<file path="src/pkg/cfg_bank_pkg.sv">
`default_nettype none

package cfg_bank_pkg;

    // ==========================================================
    // Register offsets
    // ==========================================================
    localparam logic [7:0] OFS_CURRENT    = 8'h0f;
    localparam logic [7:0] OFS_SETTLE     = 8'h10;
    localparam logic [7:0] OFS_LANG_HIGH  = 8'h11;
    localparam logic [7:0] OFS_LANG_LOW   = 8'h12;
    localparam logic [7:0] OFS_MAKER_LEN  = 8'h13;
    localparam logic [7:0] OFS_PROD_LEN   = 8'h14;
    localparam logic [7:0] OFS_SERIAL_LEN = 8'h15;
    localparam logic [7:0] OFS_TEXT_FIRST = 8'h16;
    localparam logic [7:0] OFS_TEXT_LAST  = 8'h53;

    // ==========================================================
    // Sizes and reset values
    // ==========================================================
    localparam int         TEXT_BYTES      = 62;
    localparam logic [4:0] TEXT_MAX_CHARS  = 5'h1f;
    localparam logic [7:0] RST_CURRENT     = 8'h32;
    localparam logic [7:0] RST_ZERO        = 8'h00;
    localparam int         CURRENT_UNIT_MA = 2;
    localparam int         SETTLE_UNIT_MS  = 2;
    localparam int         CLK_HZ          = 20000000;
    // Cycles per 2 ms settle unit
    localparam int         SETTLE_UNIT_CYC = (CLK_HZ / 1000) * SETTLE_UNIT_MS;

    // ==========================================================
    // Carriers
    // ==========================================================
    typedef struct packed {
        logic       wr;
        logic [7:0] addr;
        logic [7:0] data;
    } cfg_wr_t;

    typedef struct packed {
        logic [7:0]  current_units;
        logic [9:0]  current_ma;
        logic [7:0]  settle_units;
        logic [15:0] language_id;
        logic [7:0]  maker_len;
        logic [7:0]  product_len;
        logic [7:0]  serial_len;
    } cfg_view_t;

endpackage
`default_nettype wire

</file>
<file path="src/rtl/hub_power_and_string_config_bank.sv">
`timescale 1ns/1ps
`default_nettype none

module hub_power_and_string_config_bank (
    input  wire logic                    clk_in,
    input  wire logic                    sys_rst_in,
    input  wire cfg_bank_pkg::cfg_wr_t   cfg_wr_in,
    input  wire logic [7:0]              cfg_rd_addr_in,
    output logic [7:0]                   cfg_rd_data_out,
    input  wire logic                    port_power_start_in,
    output logic                         port_power_busy_out,
    output logic                         port_power_stable_out,
    output cfg_bank_pkg::cfg_view_t      cfg_view_out,
    input  wire logic                    text_req_in,
    input  wire logic                    text_ready_in,
    output logic                         text_valid_out,
    output logic [15:0]                  text_char_out,
    output logic                         text_last_out
);

    logic [7:0] current_r;
    logic [7:0] current_nxt;
    logic [7:0] settle_r;
    logic [7:0] settle_nxt;
    logic [7:0] lang_high_r;
    logic [7:0] lang_high_nxt;
    logic [7:0] lang_low_r;
    logic [7:0] lang_low_nxt;
    logic [7:0] maker_len_r;
    logic [7:0] maker_len_nxt;
    logic [7:0] prod_len_r;
    logic [7:0] prod_len_nxt;
    logic [7:0] serial_len_r;
    logic [7:0] serial_len_nxt;
    logic [7:0] text_r   [cfg_bank_pkg::TEXT_BYTES];
    logic [7:0] text_nxt [cfg_bank_pkg::TEXT_BYTES];
    logic [7:0] rd_data_r;
    logic [7:0] rd_data_nxt;

    typedef enum logic [1:0] {
        ST_IDLE = 2'b00,
        ST_SEND = 2'b01
    } send_state_t;

    send_state_t state_r;
    send_state_t state_nxt;
    logic [4:0]  char_idx_r;
    logic [4:0]  char_idx_nxt;
    logic [4:0]  char_cnt_r;
    logic [4:0]  char_cnt_nxt;
    logic [15:0] char_r;
    logic [15:0] char_nxt;

    function automatic logic in_text(input logic [7:0] a);
        in_text = (a >= cfg_bank_pkg::OFS_TEXT_FIRST) && (a <= cfg_bank_pkg::OFS_TEXT_LAST);
    endfunction

    function automatic logic [5:0] text_index(input logic [7:0] a);
        logic [7:0] d;
        d = a - cfg_bank_pkg::OFS_TEXT_FIRST;
        text_index = d[5:0];
    endfunction

    // Two stored bytes form one character, low byte first
    function automatic logic [15:0] fetch_char(input logic [7:0] lo, input logic [7:0] hi);
        fetch_char = {hi, lo};
    endfunction

    // Length over 31 is clamped; storage holds no more
    function automatic logic [4:0] clamp_len(input logic [7:0] n);
        clamp_len = (n > 8'(cfg_bank_pkg::TEXT_MAX_CHARS)) ? cfg_bank_pkg::TEXT_MAX_CHARS
                                                           : n[4:0];
    endfunction

    // ==========================================================
    // Register writes and reads
    // ==========================================================
    always_comb
    begin
        current_nxt    = current_r;
        settle_nxt     = settle_r;
        lang_high_nxt  = lang_high_r;
        lang_low_nxt   = lang_low_r;
        maker_len_nxt  = maker_len_r;
        prod_len_nxt   = prod_len_r;
        serial_len_nxt = serial_len_r;
        for (int i = 0; i < cfg_bank_pkg::TEXT_BYTES; i++)
        begin
            text_nxt[i] = text_r[i];
        end
        if (cfg_wr_in.wr)
        begin
            case (cfg_wr_in.addr)
                cfg_bank_pkg::OFS_CURRENT:    current_nxt    = cfg_wr_in.data;
                cfg_bank_pkg::OFS_SETTLE:     settle_nxt     = cfg_wr_in.data;
                cfg_bank_pkg::OFS_LANG_HIGH:  lang_high_nxt  = cfg_wr_in.data;
                cfg_bank_pkg::OFS_LANG_LOW:   lang_low_nxt   = cfg_wr_in.data;
                cfg_bank_pkg::OFS_MAKER_LEN:  maker_len_nxt  = cfg_wr_in.data;
                cfg_bank_pkg::OFS_PROD_LEN:   prod_len_nxt   = cfg_wr_in.data;
                cfg_bank_pkg::OFS_SERIAL_LEN: serial_len_nxt = cfg_wr_in.data;
                default:
                begin
                    if (in_text(cfg_wr_in.addr))
                    begin
                        text_nxt[text_index(cfg_wr_in.addr)] = cfg_wr_in.data;
                    end
                end
            endcase
        end

        case (cfg_rd_addr_in)
            cfg_bank_pkg::OFS_CURRENT:    rd_data_nxt = current_r;
            cfg_bank_pkg::OFS_SETTLE:     rd_data_nxt = settle_r;
            cfg_bank_pkg::OFS_LANG_HIGH:  rd_data_nxt = lang_high_r;
            cfg_bank_pkg::OFS_LANG_LOW:   rd_data_nxt = lang_low_r;
            cfg_bank_pkg::OFS_MAKER_LEN:  rd_data_nxt = maker_len_r;
            cfg_bank_pkg::OFS_PROD_LEN:   rd_data_nxt = prod_len_r;
            cfg_bank_pkg::OFS_SERIAL_LEN: rd_data_nxt = serial_len_r;
            default:
            begin
                // Unmapped offsets read zero
                rd_data_nxt = in_text(cfg_rd_addr_in) ? text_r[text_index(cfg_rd_addr_in)]
                                                      : 8'h00;
            end
        endcase
    end

    always_ff @(posedge clk_in)
    begin
        if (sys_rst_in)
        begin
            current_r    <= cfg_bank_pkg::RST_CURRENT;
            settle_r     <= cfg_bank_pkg::RST_ZERO;
            lang_high_r  <= cfg_bank_pkg::RST_ZERO;
            lang_low_r   <= cfg_bank_pkg::RST_ZERO;
            maker_len_r  <= cfg_bank_pkg::RST_ZERO;
            prod_len_r   <= cfg_bank_pkg::RST_ZERO;
            serial_len_r <= cfg_bank_pkg::RST_ZERO;
            rd_data_r    <= cfg_bank_pkg::RST_ZERO;
            for (int i = 0; i < cfg_bank_pkg::TEXT_BYTES; i++)
            begin
                text_r[i] <= cfg_bank_pkg::RST_ZERO;
            end
        end
        else
        begin
            current_r    <= current_nxt;
            settle_r     <= settle_nxt;
            lang_high_r  <= lang_high_nxt;
            lang_low_r   <= lang_low_nxt;
            maker_len_r  <= maker_len_nxt;
            prod_len_r   <= prod_len_nxt;
            serial_len_r <= serial_len_nxt;
            rd_data_r    <= rd_data_nxt;
            for (int i = 0; i < cfg_bank_pkg::TEXT_BYTES; i++)
            begin
                text_r[i] <= text_nxt[i];
            end
        end
    end

    assign cfg_rd_data_out = rd_data_r;

    // ==========================================================
    // Decoded view for descriptor and power logic
    // ==========================================================
    always_comb
    begin
        cfg_view_out.current_units = current_r;
        cfg_view_out.current_ma    = {1'b0, current_r, 1'b0};
        cfg_view_out.settle_units  = settle_r;
        cfg_view_out.language_id   = {lang_high_r, lang_low_r};
        cfg_view_out.maker_len     = maker_len_r;
        cfg_view_out.product_len   = prod_len_r;
        cfg_view_out.serial_len    = serial_len_r;
    end

    // ==========================================================
    // Port power settle timer
    // ==========================================================
    settle_timer u_settle (
        .clk_in     (clk_in),
        .sys_rst_in (sys_rst_in),
        .start_in   (port_power_start_in),
        .units_in   (settle_r),
        .busy_out   (port_power_busy_out),
        .stable_out (port_power_stable_out)
    );

    // ==========================================================
    // Maker string streamer
    // ==========================================================
    always_comb
    begin
        state_nxt    = state_r;
        char_idx_nxt = char_idx_r;
        char_cnt_nxt = char_cnt_r;
        char_nxt     = char_r;
        case (state_r)
            ST_IDLE:
            begin
                if (text_req_in && (clamp_len(maker_len_r) != 5'h00))
                begin
                    state_nxt    = ST_SEND;
                    char_idx_nxt = 5'h00;
                    char_cnt_nxt = clamp_len(maker_len_r);
                    char_nxt     = fetch_char(text_r[0], text_r[1]);
                end
            end
            ST_SEND:
            begin
                if (text_ready_in)
                begin
                    if (char_idx_r + 5'h01 == char_cnt_r)
                    begin
                        state_nxt = ST_IDLE;
                    end
                    else
                    begin
                        char_idx_nxt = char_idx_r + 5'h01;
                        char_nxt     = fetch_char(text_r[{char_idx_nxt, 1'b0}],
                                                  text_r[{char_idx_nxt, 1'b1}]);
                    end
                end
            end
            default:
            begin
                state_nxt = ST_IDLE;
            end
        endcase
    end

    always_ff @(posedge clk_in)
    begin
        if (sys_rst_in)
        begin
            state_r    <= ST_IDLE;
            char_idx_r <= 5'h00;
            char_cnt_r <= 5'h00;
            char_r     <= 16'h0000;
        end
        else
        begin
            state_r    <= state_nxt;
            char_idx_r <= char_idx_nxt;
            char_cnt_r <= char_cnt_nxt;
            char_r     <= char_nxt;
        end
    end

    assign text_valid_out = (state_r == ST_SEND);
    assign text_char_out  = char_r;
    assign text_last_out  = (state_r == ST_SEND) && (char_idx_r + 5'h01 == char_cnt_r);

endmodule
`default_nettype wire

</file>
<file path="src/rtl/settle_timer.sv">
`timescale 1ns/1ps
`default_nettype none

module settle_timer #(
    parameter int UNIT_CYC = cfg_bank_pkg::SETTLE_UNIT_CYC
) (
    input  wire logic       clk_in,
    input  wire logic       sys_rst_in,
    input  wire logic       start_in,
    input  wire logic [7:0] units_in,
    output logic            busy_out,
    output logic            stable_out
);

    logic [31:0] tick_r;
    logic [31:0] tick_nxt;
    logic [7:0]  left_r;
    logic [7:0]  left_nxt;
    logic        busy_r;
    logic        busy_nxt;
    logic        stable_r;
    logic        stable_nxt;

    // ==========================================================
    // Countdown in 2 ms units
    // ==========================================================
    always_comb
    begin
        tick_nxt   = tick_r;
        left_nxt   = left_r;
        busy_nxt   = busy_r;
        stable_nxt = 1'b0;
        if (start_in)
        begin
            tick_nxt = 32'h0;
            left_nxt = units_in;
            busy_nxt = (units_in != 8'h00);
            stable_nxt = (units_in == 8'h00);
        end
        else if (busy_r)
        begin
            if (tick_r == 32'(UNIT_CYC - 1))
            begin
                tick_nxt = 32'h0;
                left_nxt = left_r - 8'h01;
                if (left_r == 8'h01)
                begin
                    busy_nxt   = 1'b0;
                    stable_nxt = 1'b1;
                end
            end
            else
            begin
                tick_nxt = tick_r + 32'h1;
            end
        end
    end

    always_ff @(posedge clk_in)
    begin
        if (sys_rst_in)
        begin
            tick_r   <= 32'h0;
            left_r   <= 8'h00;
            busy_r   <= 1'b0;
            stable_r <= 1'b0;
        end
        else
        begin
            tick_r   <= tick_nxt;
            left_r   <= left_nxt;
            busy_r   <= busy_nxt;
            stable_r <= stable_nxt;
        end
    end

    assign busy_out   = busy_r;
    assign stable_out = stable_r;

endmodule
`default_nettype wire

</file>
<file path="config.mk">
export PLATFORM = sky130hd
export DESIGN_NAME = hub_power_and_string_config_bank
export DESIGN_NICKNAME = d
export VERILOG_FILES = /design/src/pkg/cfg_bank_pkg.sv /design/src/rtl/hub_power_and_string_config_bank.sv /design/src/rtl/settle_timer.sv
export SDC_FILE = /design/constraint.sdc
export NUM_CORES = 2
export LEC_CHECK = 0
export BUFFER_PORTS_ARGS = -buffer_cell sky130_fd_sc_hd__buf_4
export CORE_MARGIN = 2
export CORE_UTILIZATION = 40
export DETAILED_ROUTE_END_ITERATION = 7
export SLEW_MARGIN = 20
export SYNTH_ARGS = -nofsm -noshare
export SYNTH_HDL_FRONTEND = slang
export SYNTH_HIERARCHICAL = 1
export SYNTH_SLANG_ARGS = --single-unit
</file>
<file path="constraint.sdc">
create_clock -name clk_in -period 4.4 [get_ports clk_in]
set_input_delay 1.32 -clock clk_in [delete_from_list [all_inputs] [get_ports clk_in]]
set_output_delay 1.32 -clock clk_in [all_outputs]
set_load 0.03 [all_outputs]
</file>
# [Word level (Yosys, flattened, before mapping)]
# Memory sizes are Yosys's and may differ from the RTL's.
# Cells that the tools add are included.
[op_classes] eq_ne=22 n_mux=98 bitwise=63 n_lt_le_gt_ge=7 add_sub_neg=5 n_reduce_logical=25
[ops] operator="2-to-1 mux 496 bit" count=3
[ops] operator="2-to-1 mux 8 bit" count=67
[ops] operator="bitwise mux 496 bit" count=1
[ops] operator="equality test 8 x 5 -> 1 bit, second input constant" count=12
[ops] operator="OR 1 bit" count=62
[ops] operator="case mux 8 bit (7 select lines)" count=1
[ops] operator="demux 8 bit (select 6 bit)" count=1
[ops] operator="2-to-1 mux 16 bit" count=3
[ops] operator="adder 32 x 1 -> 32 bit, second input constant" count=1
[ops] operator="equality test 32 x 16 -> 1 bit, second input constant" count=1
[ops] operator="2-to-1 mux 32 bit" count=1
[ops] operator="case mux 16 bit (2 select lines)" count=1
[ops] operator="2-to-1 mux 5 bit" count=4
[ops] operator="AND reduction 2 bit" count=9
[ops] operator="equality test 8 x 4 -> 1 bit, second input constant" count=2
[ops] operator="greater-or-equal comparator 8 x 5 -> 1 bit, second input constant" count=2
[ops] operator="<= comparator 8 x 7 -> 1 bit, second input constant" count=2
[ops] operator="subtractor 6 x 5 -> 6 bit, second input constant" count=2
[ops] operator="2-to-1 mux 1 bit" count=11
[ops] operator="case mux 5 bit (2 select lines)" count=1
[ops] operator="equality test 8 x 1 -> 1 bit, second input constant" count=1
[ops] operator="> comparator 8 x 5 -> 1 bit, second input constant" count=1
[ops] operator="logical NOT 8 bit" count=1
[ops] operator="nonzero test 8 bit" count=1
[ops] operator="19 further kinds" count=29
[totals] reg_bits=134 n_memories=1 wordCells=237 ramBits=496
[mem_list] memory="text_r" words=62 width=8 rd=65 rd_ports_with_merged_regs=0 write_ports=62 line_no="hub_power_and_string_config_bank.sv:35" text="logic [7:0] text_r [cfg_bank_pkg::TEXT_BYTES];"

# [Longest topological paths before layout]
[logic_depth] ltp_word=11 ltp_mapped=12

# [Cells and area by module]
# The synthesis kept the hierarchy.
[by_module_without_submodules] module="hub_power_and_string_config_bank" seq_area_each_um2=11751.3 instances=1 cells_each=3439 area_each_um2=29713.5
[by_module_without_submodules] module="settle_timer" seq_area_each_um2=840.8 instances=1 cells_each=266 area_each_um2=2293.4

# [Least setup slack after synthesis]
# OpenSTA, ideal clock, no wires.
[synth_path] path_type="in2reg" startpoint="in cfg_rd_addr_in[1]" endpoint="reg rd_data_r[4], in the netlist cfg_rd_data_out[4]" required_time_ns=4.262 setup_slack_ns=1.012 path_stages=9 setup_time_ns=0.138 t_arrival_ns=3.250 path_cell_list="ha_1 buf_2 buf_1 buf_1 mux4_2 mux2i_1 nand3_1 o2111ai_1 o221ai_1"
[synth_via] elab_chain_len=4 elab_cells_between_ends=14 cone_classes="add/sub (1); order compare (2); eq/ne (7); mux (2); reduce/logical (1); memory (1)"
[synth_lines] item="start: declaration" line_no="hub_power_and_string_config_bank.sv:8" text="input wire logic [7:0] cfg_rd_addr_in,"
[synth_lines] item="subtractor 6 x 5 -> 6 bit (tied with other cells)" line_no="hub_power_and_string_config_bank.sv:60" text="d = a - cfg_bank_pkg::OFS_TEXT_FIRST;"
[synth_lines] item="memory (62 x 8 bit) / logical AND 1 bit (equally long branches)"
[synth_lines] item="2-to-1 mux 8 bit" line_no="hub_power_and_string_config_bank.sv:122" text="rd_data_nxt = in_text(cfg_rd_addr_in) ? text_r[text_index(cfg_rd_addr_in)]"
[synth_lines] item="case mux 8 bit (7 select lines) *" line_no="hub_power_and_string_config_bank.sv:111" text="case (cfg_rd_addr_in)"
[synth_lines] item="end signal: assignment" line_no="hub_power_and_string_config_bank.sv:139" text="rd_data_r <= cfg_bank_pkg::RST_ZERO;"
[synth_lines] item="end signal: assignment" line_no="hub_power_and_string_config_bank.sv:154" text="rd_data_r <= rd_data_nxt;"
[synth_lines] item="end: declaration" line_no="hub_power_and_string_config_bank.sv:37" text="logic [7:0] rd_data_r;"
# Mark *: on every way between the ends. The rest lies on a longest branch, timed or not.
# A chain may end at the register's enable or synchronous reset.

# [Worst setup path after layout]
[layout_path] startpoint="reg char_idx_r[0]" endpoint="out text_last_out"
[layout_via] elab_chain_len=3
[layout_lines] item="start: declaration" line_no="hub_power_and_string_config_bank.sv:47" text="logic [4:0] char_idx_r;"
[layout_lines] item="start signal: assignment" line_no="hub_power_and_string_config_bank.sv:245" text="char_idx_r <= char_idx_nxt;"
[layout_lines] item="adder 5 x 1 -> 5 bit" line_no="hub_power_and_string_config_bank.sv:253" text="assign text_last_out = (state_r == ST_SEND) && (char_idx_r + 5'h01 == char_cnt_r);"
[layout_lines] item="equality test 5 bit" line_no="hub_power_and_string_config_bank.sv:253"
[layout_lines] item="logical AND 1 bit" line_no="hub_power_and_string_config_bank.sv:253"
[layout_lines] item="end: declaration" line_no="hub_power_and_string_config_bank.sv:18" text="output logic text_last_out"
# No other way between the ends.

==> summary.txt <==
Outcome
  – Outcome: completed

Routing
  – Drt first pass iters: 6
  – Via density: 6.152
  – ANT nets after route: 0
  – DR iter-0 viols: 4,042
  – Residual DRC count: 0
  – DR vias: 29,710
  – DR WL/cell: 25.72 um
  – Final wirelength: 124,200 um

Logic synthesis
  – XOR/XNOR share of the synthesized area: 0.01532
  – Adder-cell share of the synthesized area: 0.001955
  – Count leader, synth: nand2_1
  – Synth cell count leaders: nand2_1, dfxtp_1, a21oi_1
  – EDFF count, synth: 0
  – Async S/R FF share, synth: 0
  – Top cells by area, synth: dfxtp_1, mux4_2, nand2_1, a21oi_1, nor2_1
  – Largest family of logic cells by synthesized area: simple AND/OR/NAND/NOR gates
  – Top cell type's share of synthesized area: 0.3934
  – Synthesized instance count: 3,705
  – Dominant synthesized flop cell: dfxtp_1
  – Synth Area in Compound Gates: 0.1276
  – Register bit total from synthesis: 629
  – Synth Cell Area: 0.03201 sq mm
  – Post-Synth Simple-Gate Area: 0.2123
  – Syn. warnings: 6
  – Avg Inst Size Synth: 8.639 sq um
  – Cell taking the most area after synthesis: dfxtp_1
  – Netlist cell types: 75
  – Post-synthesis mux area share: 0.2077
  – Sequential fraction of the synthesis area: 0.3934

STA
  – Peak Freq: 251.1 MHz
  – Final Hold Vio Count: 0
  – Final setup fails: 0
  – Final min period: 3.982 ns
  – Total negative setup slack: 0 ns
  – Worst Max-Slew Pin Slew: 1.290 ns
  – Final slew viol count: 0
  – Layout Skew: 0.03213 ns
  – Slew margin rel.: 0.1403
  – Tcrit/Tclk final: 0.9050
  – RSZ-0062 raised after global routing: false

Global route
  – Total GRT Usage: 0.2952
  – Vias in the first global route: 27,140
  – Total grt overflow: 0
  – Initial antenna violation count: 9
  – Pin count of the biggest net entering global routing: 208
  – First-pass GRT wire length: 182,600 um

Critical path
  – RR Startpoint: char_idx_r[0]
  – R2r setup slk: 0.97 ns
  – Max Fanout on Critical Path: 45
  – Req. time, crit path: 3.08 ns
  – Worst EP arrival: 2.66 ns
  – WS Path Type: flop to output port
  – Setup crit end kind: output port
  – Crit start category: flop
  – Reg-to-reg endpoint: text_char_out[3]
  – Reg2Reg Depth: 6

Layout
  – Nets@finish: 3,756
  – FF+latch area: 0.01260 sq mm
  – Share of layout cells above drive strength 1: 0.1676
  – Non-Filler Instances: 4,830
  – Area of the multi-input gates: 0.01820 sq mm
  – Filler cells: 7,618
  – Area growth, synth to finish: 13.94%

Pwr
  – Worst vdd ir: 262.9 uV
  – P per Cell Area: 349.3 mW/mm^2
  – Leakage power: 0.01176 uW

Die
  – # IOs: 124
  – Cell Rows: 103
  – Die area: 0.08230 sq mm
  – Die X: 286.9 um
  – Core box area: 0.07913 sq mm
  – Initial Utilization: 0.4045
  – Chip height: 286.9 um

CTS
  – Clk Latency, worst-skew pair: 0.64 ns
  – Root Buffer: clkbuf_16
  – Hold_buf cts: 0
  – Postcts setup bufs: 0
  – Total CTS buffers: 74
  – Clock transition at path regs: 0.06 ns
  – CTS Buffer Depth: 3
  – Clock sink count: 629
  – Post-CTS Resized: 0
  – TritonCTS clock tree: yes
  – H-tree levels: 3

Job
  – MaxCap Viol Count: 0

Place
  – DP HPWL: 85,180 um
  – # placed instances: 4,695
  – GPL Wtd Cong: 0.9720
  – Port bufs: 121

Min path
  – Hold path cells: 2
  – Hold path endpoint: text_r[53][4]
  – Hold Path Class: flop to flop
  – Hold_sp: text_r[53][4]
[worst max path at each step]
stage,depth (start not counted),end,slack (ns),startpoint
floorplan,9,cfg_rd_data_out[4],1.01,cfg_rd_addr_in[1]
global placement,8,text_r[48][6],0.56,cfg_wr_in[11]
detailed placement,8,text_r[48][6],0.54,cfg_wr_in[11]
CTS,5,text_last_out,0.38,char_idx_r[0]
global route,5,text_last_out,0.29,char_idx_r[0]
finish,5,text_last_out,0.42,char_idx_r[0]
[worst max-delay path, stage by stage (launching register included)]
cell and delay (ns):
dfxtp_4 0.45, ha_4 0.80, xnor2_1 0.19, nand4_1 0.16, nor3_4 0.24, buf_4 0.20
[sequential cells by signal, indices dropped and copies added, names as in the netlist]
name	count
u_settle/stable_out	1
char_cnt_r	5
settle_r	8
current_r	8
lang_low_r	8
lang_high_r	8
state_r	1
maker_len_r	8
u_settle/busy_out	1
prod_len_r	8
text_r	496
cfg_rd_data_out	8
u_settle/tick_r	32
serial_len_r	8
u_settle/left_r	8
text_char_out	16
char_idx_r	5
[metrics by stage]
step | util | worst slack, ns | hold slack (ns) | total power [uW] | cell area (sq um)
2_1_floorplan | - | 1.012 | 0.4385 | 6332 | 32010
3_3_place_gp | 0.4302 | 0.5599 | 0.4500 | 6625 | 34040
3_5_place_dp | 0.4302 | 0.5365 | 0.4556 | 6627 | 34040
4_1_cts | 0.4608 | 0.3792 | 0.4635 | 12760 | 36460
5_1_grt | 0.4608 | 0.2933 | 0.4738 | 13050 | 36460
6_report | 0.4609 | 0.4179 | 0.4651 | 12740 | 36470
[report_power, final]
group          leakage [uW]  internal, uW  switching [uW]  total, uW
Combinational       0.00550           212             587        799
Sequential          0.00507          5710            17.1       5730
Clock               0.00119          3630            2580       6210
Total                0.0118          9560            3190      12700
[cell usage in the layout (no fill, tap or decap), drive strengths merged, types with 10 or more instances in the layout]
master / netlist / routed
o21ai: 63 / 63
clkinv: 0 / 14
a22oi: 10 / 10
xor2: 12 / 12
nand4: 22 / 22
a221oi: 20 / 20
xnor2: 41 / 41
nand2b: 18 / 18
nor3: 31 / 31
and4: 10 / 10
nand2: 1136 / 1136
o32ai: 12 / 12
buf: 104 / 228
inv: 14 / 16
nor2: 225 / 225
mux2i: 81 / 81
nand3: 115 / 115
a21oi: 566 / 566
dfxtp: 629 / 629
a211oi: 14 / 14
o22ai: 11 / 11
mux4: 258 / 258
nor4: 28 / 28
clkbuf: 186 / 111
[cell type report]
class,instances,share of cell area
repair buffers,229,0.05139
flip-flops and latches,629,0.3454
clock buffers,110,0.06007
inverters,14,0.001441
multi-input cells,2773,0.4991
well taps,1050,0.03602
clock inverters,22,0.006416
diodes,3,0.0002058
[kinds of logic after synthesis]
group           after synthesis
fa+ha+maj                     5
compound gates              743
flops                       629
simple gates               1630
buf+inv                     304
mux                         340
other cells                   1
xor+xnor                     53
[per-layer routing]
| layer | up-vias | global-route usage | routed length [um] | part of all wire |
|---|---|---|---|---|
| met3 | 258 | 0.08302 | 17060 | 0.14 |
| met5 | - | 0 | 23 | 0.00019 |
| met4 | 4 | 0.1124 | 4762 | 0.038 |
| li1 | 13080 | - | - | - |
| met1 | 14450 | 0.4225 | 50620 | 0.41 |
| met2 | 1930 | 0.4204 | 51780 | 0.42 |
(Power assumes the default switching activity.)
